===== src/hdl/gsr_pkg.sv =====
// constants for the gauge status readback block
package gsr_pkg;
    localparam int WORD_W = 16;
    localparam int ACC_W = 15;
    // enable/configuration command data field positions
    localparam int SEL_HI_POS = 11;
    localparam int SEL_LO_POS = 10;
    localparam int SEL_W = 4;
    localparam logic [SEL_W-1:0] SEL_RESET = 4'h0;
    // device status word bit positions
    localparam int DS_GAUGE1_DIRECTION = 15;
    localparam int DS_GAUGE0_DIRECTION = 14;
    localparam int DS_ZSIDE1 = 13;
    localparam int DS_ZSIDE0 = 12;
    localparam int DS_OFFT1 = 11;
    localparam int DS_OFFT0 = 10;
    localparam int DS_HIGH = 9;
    localparam int DS_LOW = 8;
    localparam int DS_CAL = 7;
    localparam int DS_RANGE = 6;
    localparam int DS_GAUGE1_MOVED = 5;
    localparam int DS_GAUGE0_MOVED = 4;
    localparam int DS_HOME1 = 3;
    localparam int DS_HOME0 = 2;
    localparam int DS_HOT1 = 1;
    localparam int DS_HOT0 = 0;
    // accumulator status word layout
    localparam int AS_HOMING = 15;
    localparam logic [ACC_W-1:0] ACC_RESET = 15'h0000;
    // link timing
    localparam real CLK_PERIOD_NS = 40.0;
    localparam int SYNC_STAGES = 3;
    localparam logic [4:0] BIT_CNT_W1 = 5'h0F;
    typedef enum logic [2:0] {
        GSR_IDLE = 3'b001,
        GSR_SHIFT = 3'b010,
        GSR_DONE = 3'b100
    } gsr_state_e;
endpackage


===== src/hdl/gsr_sync.sv =====
// three-stage synchroniser with agreement filter
`timescale 1ns/1ps
`default_nettype none
module gsr_sync #(
    parameter logic INIT = 1'b0
) (
    // clock and reset
    input wire logic clk_in,
    input wire logic rstn_in,
    // pin and filtered level
    input wire logic pin_in,
    output logic level_out
);
    typedef struct packed {
        logic [2:0] stage;
        logic level;
    } gsr_sync_s;
    gsr_sync_s q;
    gsr_sync_s next_q;

    always_comb begin
        next_q = q;
        next_q.stage = {q.stage[1:0], pin_in};
        // stage 0 feeds only stage 1; change counts once 1 and 2 agree
        if (q.stage[1] == q.stage[2]) begin
            next_q.level = q.stage[2];
        end
    end

    always_ff @(posedge clk_in) begin
        if (!rstn_in) begin
            q <= '{stage: {3{INIT}}, level: INIT};
        end else begin
            q <= next_q;
        end
    end

    assign level_out = q.level;
endmodule
`default_nettype wire


===== src/hdl/gsr_event_latch.sv =====
// sticky event flag, cleared on request; a coincident set wins
`timescale 1ns/1ps
`default_nettype none
module gsr_event_latch #(
    parameter int W = 1
) (
    // clock and reset
    input wire logic clk_in,
    input wire logic rstn_in,
    // events and clear
    input wire logic [W-1:0] set_in,
    input wire logic [W-1:0] clr_in,
    output logic [W-1:0] flag_out
);
    typedef struct packed {
        logic [W-1:0] flag;
    } gsr_latch_s;
    gsr_latch_s q;
    gsr_latch_s next_q;

    always_comb begin
        next_q.flag = (q.flag & ~clr_in) | set_in;
    end

    always_ff @(posedge clk_in) begin
        if (!rstn_in) begin
            q <= '0;
        end else begin
            q <= next_q;
        end
    end

    assign flag_out = q.flag;
endmodule
`default_nettype wire


===== src/hdl/gsr_readback.sv =====
// status readback: selector, device status word, accumulator status word, serial shifter
// How it works
// - status selection holds until a valid command rewrites it or reset
// - select bit 11 low picks the device status word
// - select bits 11,10 = 1,0 picks the accumulator status word
// - bits 15,14 give gauge 1 and gauge 0 direction
// - bits 13,12 give gauge 1 and gauge 0 zero side
// - bits 11,10 high while a gauge is off its commanded target
// - bit 9 latches overvoltage since last frame; coil outputs disabled
// - bit 8 latches undervoltage since last frame; no disable
// - bit 7 shows clock calibration out of tolerance
// - bit 6 set if under or overvoltage since last frame
// - bits 5,4 set if gauge position changed since last frame
// - bits 3,2 homing; hold until frame after zero found or homing off
// - bits 1,0 overtemperature; gauge disabled; hold until gauge re-enabled
// - accumulator word bit 15 homing active, same clearing as per-gauge bits
// - bits 14..0 carry integrator; zero at reset, hold after homing
// - integrator bit 14 is the two's-complement sign used for zero detect
// - status word is read-only; shifted-in data never alters it
// - chip select fall loads selected word, sent msb first
// - chip select rise accepts frame only if length, saturated at MAX_FRAME_BITS, is a nonzero multiple of 16
// - supply fault flags stay until sent in a valid frame; resent otherwise
`timescale 1ns/1ps
`default_nettype none
module gsr_readback
    import gsr_pkg::*;
#(
    parameter int MAX_FRAME_BITS = 1024
) (
    // clock and reset
    input wire logic clk_in,
    input wire logic rstn_in,
    // serial link pins
    input wire logic cs_n_in,
    input wire logic sclk_in,
    input wire logic sdi_in,
    output logic sdo_out,
    output logic sdo_oe_out,
    // decoded frame hand-off to command logic
    output logic frame_valid_out,
    output logic [WORD_W-1:0] frame_word_out,
    // configuration command strobe from command decode
    input wire logic cfg_write_in,
    input wire logic [WORD_W-1:0] cfg_data_in,
    input wire logic [1:0] gauge_enable_in,
    // gauge state from motor logic
    input wire logic [1:0] gauge_direction_in,
    input wire logic [1:0] gauge_zero_side_in,
    input wire logic [1:0] gauge_off_target_in,
    input wire logic [1:0] gauge_step_in,
    input wire logic [1:0] gauge_homing_req_in,
    input wire logic [1:0] gauge_zero_found_in,
    input wire logic [ACC_W-1:0] stall_integrator_in,
    input wire logic stall_integrator_load_in,
    // fault detectors
    input wire logic supply_high_in,
    input wire logic supply_low_in,
    input wire logic clock_cal_bad_in,
    input wire logic [1:0] gauge_hot_in,
    // protective disables
    output logic coil_disable_out,
    output logic [1:0] gauge_disable_out,
    // selected status view
    output logic [SEL_W-1:0] status_select_field_out
);
    localparam int CNT_W = $clog2(MAX_FRAME_BITS + 1);

    typedef struct packed {
        gsr_state_e state;
        logic cs_d;
        logic sclk_d;
        logic [WORD_W-1:0] shift_out;
        logic [WORD_W-1:0] shift_in;
        logic [CNT_W-1:0] bit_cnt;
        logic sent_dev;
        logic [SEL_W-1:0] sel;
        logic [1:0] homing;
        logic [1:0] zero_seen;
        logic [1:0] hot;
        logic [ACC_W-1:0] acc;
        logic sdo;
        logic sdo_oe;
        logic frame_valid;
        logic [WORD_W-1:0] frame_word;
        logic coil_dis;
        logic [1:0] gauge_dis;
        logic [1:0] en_d;
    } gsr_core_s;
    gsr_core_s q;
    gsr_core_s next_q;

    logic cs_n;
    logic sclk;
    logic sdi;
    logic [3:0] ev_set;
    logic [3:0] ev_clr;
    logic [3:0] ev_flag;
    logic frame_ok_dev;

    gsr_sync #(.INIT(1'b1)) u_cs (
        .clk_in(clk_in), .rstn_in(rstn_in), .pin_in(cs_n_in), .level_out(cs_n));
    gsr_sync #(.INIT(1'b0)) u_sclk (
        .clk_in(clk_in), .rstn_in(rstn_in), .pin_in(sclk_in), .level_out(sclk));
    gsr_sync #(.INIT(1'b0)) u_sdi (
        .clk_in(clk_in), .rstn_in(rstn_in), .pin_in(sdi_in), .level_out(sdi));

    // flags: [3] overvoltage, [2] undervoltage, [1] gauge1 moved, [0] gauge0 moved
    assign ev_set = {supply_high_in, supply_low_in, gauge_step_in};
    assign ev_clr = {4{frame_ok_dev}};

    gsr_event_latch #(.W(4)) u_events (
        .clk_in(clk_in),
        .rstn_in(rstn_in),
        .set_in(ev_set),
        .clr_in(ev_clr),
        .flag_out(ev_flag)
    );

    // length check: nonzero and a whole number of words
    function automatic logic len_ok(input logic [CNT_W-1:0] n);
        len_ok = (n != '0) && (n[3:0] == 4'h0);
    endfunction

    function automatic logic [WORD_W-1:0] dev_word(input gsr_core_s s, input logic [3:0] f);
        logic [WORD_W-1:0] w;
        w = '0;
        w[DS_GAUGE1_DIRECTION] = gauge_direction_in[1];
        w[DS_GAUGE0_DIRECTION] = gauge_direction_in[0];
        w[DS_ZSIDE1] = gauge_zero_side_in[1];
        w[DS_ZSIDE0] = gauge_zero_side_in[0];
        w[DS_OFFT1] = gauge_off_target_in[1];
        w[DS_OFFT0] = gauge_off_target_in[0];
        w[DS_HIGH] = f[3];
        w[DS_LOW] = f[2];
        w[DS_CAL] = clock_cal_bad_in;
        w[DS_RANGE] = f[3] | f[2];
        w[DS_GAUGE1_MOVED] = f[1];
        w[DS_GAUGE0_MOVED] = f[0];
        w[DS_HOME1] = s.homing[1];
        w[DS_HOME0] = s.homing[0];
        w[DS_HOT1] = s.hot[1];
        w[DS_HOT0] = s.hot[0];
        dev_word = w;
    endfunction

    always_comb begin
        next_q = q;
        next_q.cs_d = cs_n;
        next_q.sclk_d = sclk;
        next_q.en_d = gauge_enable_in;
        next_q.frame_valid = 1'b0;
        frame_ok_dev = 1'b0;

        // selection changes only on a valid configuration write
        if (cfg_write_in) begin
            next_q.sel = cfg_data_in[SEL_HI_POS:SEL_HI_POS-SEL_W+1];
        end

        // homing: request starts it; frame after zero found or request drop ends it
        for (int g = 0; g < 2; g++) begin
            if (!gauge_homing_req_in[g]) begin
                next_q.homing[g] = 1'b0;
                next_q.zero_seen[g] = 1'b0;
            end else if (!q.homing[g] && !q.zero_seen[g]) begin
                next_q.homing[g] = 1'b1;
            end
            if (gauge_zero_found_in[g] && q.homing[g]) begin
                next_q.zero_seen[g] = 1'b1;
            end
            // overtemperature holds the gauge off until it is enabled again;
            // only a fresh enable counts, a standing enable level would undo it at once
            if (gauge_hot_in[g]) begin
                next_q.hot[g] = 1'b1;
                next_q.gauge_dis[g] = 1'b1;
            end else if (gauge_enable_in[g] && !q.en_d[g]) begin
                next_q.hot[g] = 1'b0;
                next_q.gauge_dis[g] = 1'b0;
            end
        end

        // overvoltage cuts the coils until the overvoltage flag is clear and a fresh enable leaves both gauges enabled
        if (supply_high_in) begin
            next_q.coil_dis = 1'b1;
        end else if (&gauge_enable_in && (|(gauge_enable_in & ~q.en_d)) && !ev_flag[3]) begin
            next_q.coil_dis = 1'b0;
        end

        // integrator keeps its last result once homing stops
        if (stall_integrator_load_in && (|q.homing)) begin
            next_q.acc = stall_integrator_in;
        end

        case (q.state)
            GSR_IDLE: begin
                next_q.sdo_oe = 1'b0;
                if (q.cs_d && !cs_n) begin
                    // load the selected word; shift register is separate from status
                    if (!q.sel[SEL_W-1]) begin
                        next_q.shift_out = dev_word(q, ev_flag);
                        next_q.sent_dev = 1'b1;
                    end else if (!q.sel[SEL_W-2]) begin
                        next_q.shift_out = {(|q.homing), q.acc};
                        next_q.sent_dev = 1'b0;
                    end else begin
                        // position and velocity words are supplied elsewhere
                        next_q.shift_out = '0;
                        next_q.sent_dev = 1'b0;
                    end
                    next_q.sdo = next_q.shift_out[WORD_W-1];
                    next_q.sdo_oe = 1'b1;
                    next_q.bit_cnt = '0;
                    next_q.state = GSR_SHIFT;
                end
            end
            GSR_SHIFT: begin
                if (!q.sclk_d && sclk) begin
                    // input bits refill the chain; status flags are never written
                    next_q.shift_in = {q.shift_in[WORD_W-2:0], sdi};
                    if (q.bit_cnt != CNT_W'(MAX_FRAME_BITS)) begin
                        next_q.bit_cnt = q.bit_cnt + 1'b1;
                    end
                end
                if (q.sclk_d && !sclk) begin
                    // from the 32nd bit on the earliest input bits come out again
                    next_q.shift_out = {q.shift_out[WORD_W-2:0], q.shift_in[WORD_W-1]};
                    next_q.sdo = q.shift_out[WORD_W-2];
                end
                if (cs_n) begin
                    next_q.sdo_oe = 1'b0;
                    next_q.state = GSR_DONE;
                end
            end
            GSR_DONE: begin
                if (len_ok(q.bit_cnt)) begin
                    next_q.frame_valid = 1'b1;
                    next_q.frame_word = q.shift_in;
                    frame_ok_dev = q.sent_dev;
                    for (int g = 0; g < 2; g++) begin
                        if (q.zero_seen[g] && q.sent_dev) begin
                            next_q.homing[g] = 1'b0;
                        end
                    end
                end
                next_q.state = GSR_IDLE;
            end
            default: begin
                next_q.state = GSR_IDLE;
            end
        endcase
    end

    always_ff @(posedge clk_in) begin
        if (!rstn_in) begin
            q <= '{state: GSR_IDLE, cs_d: 1'b1, sclk_d: 1'b0,
                   sel: SEL_RESET, acc: ACC_RESET, default: '0};
        end else begin
            q <= next_q;
        end
    end

    assign sdo_out = q.sdo;
    assign sdo_oe_out = q.sdo_oe;
    assign frame_valid_out = q.frame_valid;
    assign frame_word_out = q.frame_word;
    assign coil_disable_out = q.coil_dis;
    assign gauge_disable_out = q.gauge_dis;
    assign status_select_field_out = q.sel;
endmodule
`default_nettype wire


===== config.mk =====
export PLATFORM = sky130hd
export DESIGN_NAME = gsr_readback
export DESIGN_NICKNAME = d
export VERILOG_FILES = /design/src/hdl/gsr_pkg.sv /design/src/hdl/gsr_sync.sv /design/src/hdl/gsr_event_latch.sv /design/src/hdl/gsr_readback.sv
export SDC_FILE = /design/constraint.sdc
export NUM_CORES = 1
export LEC_CHECK = 0
export ABC_AREA = 1
export BUFFER_PORTS_ARGS = -buffer_cell sky130_fd_sc_hd__buf_2
export CORE_ASPECT_RATIO = 1.1
export CORE_MARGIN = 2
export CORE_UTILIZATION = 50
export DETAILED_ROUTE_END_ITERATION = 10
export GPL_TIMING_DRIVEN = 0
export PLACE_DENSITY = 0.8
export REMOVE_ABC_BUFFERS = 1
export SLEW_MARGIN = 0
export SYNTH_ARGS = -nofsm -noshare
export SYNTH_HDL_FRONTEND = slang
export SYNTH_SLANG_ARGS = --single-unit

===== constraint.sdc =====
create_clock -name clk_in -period 1.5 [get_ports clk_in]
set_clock_uncertainty 0.2 [all_clocks]
set_input_delay 0.225 -clock clk_in [delete_from_list [all_inputs] [get_ports clk_in]]
set_output_delay 0.225 -clock clk_in [all_outputs]
set_load 0.01 [all_outputs]

==> impl_results.md <==
- Status: complete, but fails checks
- Failing checks: hold timing, setup timing
- CTS max path bufs: 2
- Worst Tran Pin Value: 720 ps
- CTS Root Cell: clkbuf_8
- R2r startpoint: q[95]
- Worst-path clk slew: 110 ps
- FP Rows: 37
- FF+latch count, synth: 111
- CP Capture Type: flop
- Power consumption: 5.33 mW
- Cell area after synthesis: 0.00477 mm^2
- H-tree depth: 3
- Hold crit path type: input pin to flop
- First DRT Iteration DRCs: 744
- CTS tree: yes
- Routed wl met3: 1.61 mm
- Synth unique cells: 33
- Die ar.: 0.0103 mm^2
- Chip height: 106 um
- TritonCTS Buffers: 9
- Average size of a mapped cell: 7.50 um^2
- Via count: 5314
- RSZ-0062 raised after global routing: true
- Vias in the first global route: 4366
- WP buf/inv: 3
- Top Metal Used: met4
- Overall Global Routing Usage: 0.239
- Simple-gate area share of the yosys netlist: 0.269
- Slew headroom: 0.520
- Layout Nets: 832
- Multiplexer area fraction after synthesis: 0.00840
- Hold path depth: 3
- Drc violations: 0
- Synth Area in Compound Gates: 0.142
- Register area share after synthesis: 0.466
- Routed Wire Length: 17.2 mm
- Worst EP arrival: 1910 ps
- Largest delay share family, worst path: simple AND/OR/NAND/NOR gates
- Initial Utilization: 0.512
- Avg Vias per Cell: 5.94
- Startpoint type of the worst setup path: flop
- FMAX: 542 MHz
- Worst reg2reg setup slack: -350 ps
- Power Density: 773 mW/mm^2
- Crit Path Class: flop to flop
- Final setup vio count: 70
- Drt wl/cell: 19.2 um
- Largest cells by area after synthesis: dfxtp_1, nor2_1, nand2_1
- YS warnings: 0
- Fin cells: 895
- Largest family of logic cells by synthesized area: simple AND/OR/NAND/NOR gates
- Adder-Cell Fraction of Synth Area: 0.00525
- GP Congestion: 0.862
- Die Wd: 97.1 um
- Peak per-stage delay on the critical path: 360 ps
- Leak pwr: 3.00 nW
- WL met1: 6.06 mm
- CP Max Fanout: 17
- Sequence of cells on the critical path: inv_2 > nand3_4 > nor2_8 > buf_4 > inv_4 > o21ai_0 > a21oi_1
- Antenna viol nets, final: 0
- Largest net degree at the start of global routing: 75
- Antenna violations before repair: 0
- Final hold vios: 2
- CP max stage cell: dfxtp_2
- Area leader, netlist: dfxtp_1
- Maxcap violations: 0
- I/O pin cnt: 83
- Core Region: 0.00931 mm^2
- Maximum VDD drop: 0.000731 V
- Final period util: 1.23
- Worst Slack Setup Final: -347 ps
- Initial DRT Pass Iterations: 5
- P&R area growth vs syn: 44.7%
- Synthesized instance count: 636
- Hold Path End: status_select_field_out[0]
- Hold Startpoint: cfg_write_in
- CP Data Required Time: 1560 ps
- Share of layout cells above drive strength 1: 0.393
- Final count of pins violating max slew: 0
- Fin crit period: 1850 ps
- Global-route wire length before repair: 20.1 mm
- Antenna cell count: 0
- DP HPWL: 6.52 mm
- Fin Hold WS: -66.4 ps
- Inst Count DP: 771
- Clock Latency Late Sink: 390 ps
- Metal2 WL: 8.47 mm
- Clock Sinks: 111
- Synth top area share: 0.466
- Reg2reg end: q[76]
- R2r worst-path depth: 7
- Congestion Overflow GR: 0
- Fillers: 538
- Post-synthesis xor/xnor area fraction: 0
- Port buffer count: 70
==> sequential cells by signal, summed over array words and instances (netlist names), 2 cells and up <==
signal / flops
u_events.flag_out: 4
u_cs.next_q: 2
status_select_field_out: 4
frame_word_out: 16
q: 70
u_sclk.next_q: 2
u_sdi.next_q: 2
==> cells by family after synthesis <==
logic type,after synthesis
compound gates,131
fa+ha+maj,2
buf+inv,102
flops,111
mux,4
simple gates,286
==> cell usage in the layout, fill, tap and decap left out, types with 24 or more instances in the layout <==
master         synthesis  routed
nor2_1               118     100
nand2_1               95      70
dlygate4sd3_1          0      35
o21ai_0               61      59
buf_2                 11      69
inv_1                 40      30
buf_4                 25      45
nand3_1               47      24
dfxtp_1              111      96
a21oi_1               52      34
==> Yosys cell counts <==
master / number
a21oi_2: 1
nand2_2: 4
mux2i_1: 4
inv_1: 40
nor2_8: 2
nand2_4: 3
nor3b_1: 2
o21ai_1: 4
buf_1: 1
or2_2: 3
nand3_1: 47
buf_2: 11
nand3_2: 6
nand2_1: 95
nor2_1: 118
o22ai_1: 2
or2_4: 1
a22oi_1: 1
nand3b_1: 1
clkinv_2: 1
dfxtp_1: 111
inv_2: 8
nor2_2: 3
buf_6: 4
a31oi_1: 9
clkinv_1: 1
clkbuf_1: 11
buf_4: 25
o21bai_1: 1
o21ai_0: 61
a21oi_1: 52
ha_1: 2
nand3_4: 1
==> stage by stage <==
stage / instance area, um^2 / setup TNS [ps] / utilization / setup slack [ps]
6_report: 6900 / -8510 / 0.741 / -347
5_1_grt: 6900 / -10940 / 0.741 / -398
4_1_cts: 6000 / -964 / 0.644 / -81.5
3_5_place_dp: 4930 / -73660 / 0.530 / -1290
3_3_place_gp: 4930 / -67780 / 0.530 / -1260
2_1_floorplan: 4430 / -10480 / - / -397
==> worst max-delay path by stage <==
stage / cells past startpoint / endpoint / slack [ps] / startpoint
finish: 7 / q[76] / -350 / q[95]
global route: 7 / q[76] / -400 / q[95]
CTS: 8 / q[52] / -80 / u_sclk.level_out
detailed placement: 3 / u_cs.next_q[3] / -1290 / rstn_in
global placement: 3 / u_cs.next_q[2] / -1260 / rstn_in
floorplan: 4 / q[25] / -400 / q[44]
==> cell type report <==
type | count | area, um^2 | share of cell area
tap | 117 | 146 | 0.0212
inverter | 50 | 231 | 0.0336
clock inverter | 4 | 28.8 | 0.00417
timing repair inverter | 1 | 7.51 | 0.00109
multi-input combinational | 431 | 2720 | 0.394
timing repair buffer | 169 | 1360 | 0.197
sequential | 111 | 2250 | 0.326
clock buffer | 12 | 155 | 0.0225
==> worst min-delay path: stages <==
cell	delay, ps
buf_2	100
o21ai_0	70
nor2_1	80
==> layer usage <==
metal | vias up | global-route usage
li1 | 2327 | -
met1 | 2469 | 0.276
met2 | 399 | 0.432
met3 | 119 | 0.0322
met4 | 0 | 0.121
met5 | - | 0
==> what timing repair did <==
item                                    4_1_cts  5_1_grt
pin swaps                                    15       31
gates resized for setup                      57      141
hold buffers                                 37        0
setup buffers                                27       34
gates cloned                                  5        7
endpoints found under the setup margin       94       86
hold endpoints to repair                     35        0
==> power breakdown <==
part           switching (mW)  internal (mW)  total, mW
Combinational           0.274          0.230      0.504
Sequential             0.0521           3.01       3.06
Clock                    1.06          0.701       1.76
Power figures use the tool's default switching activity.
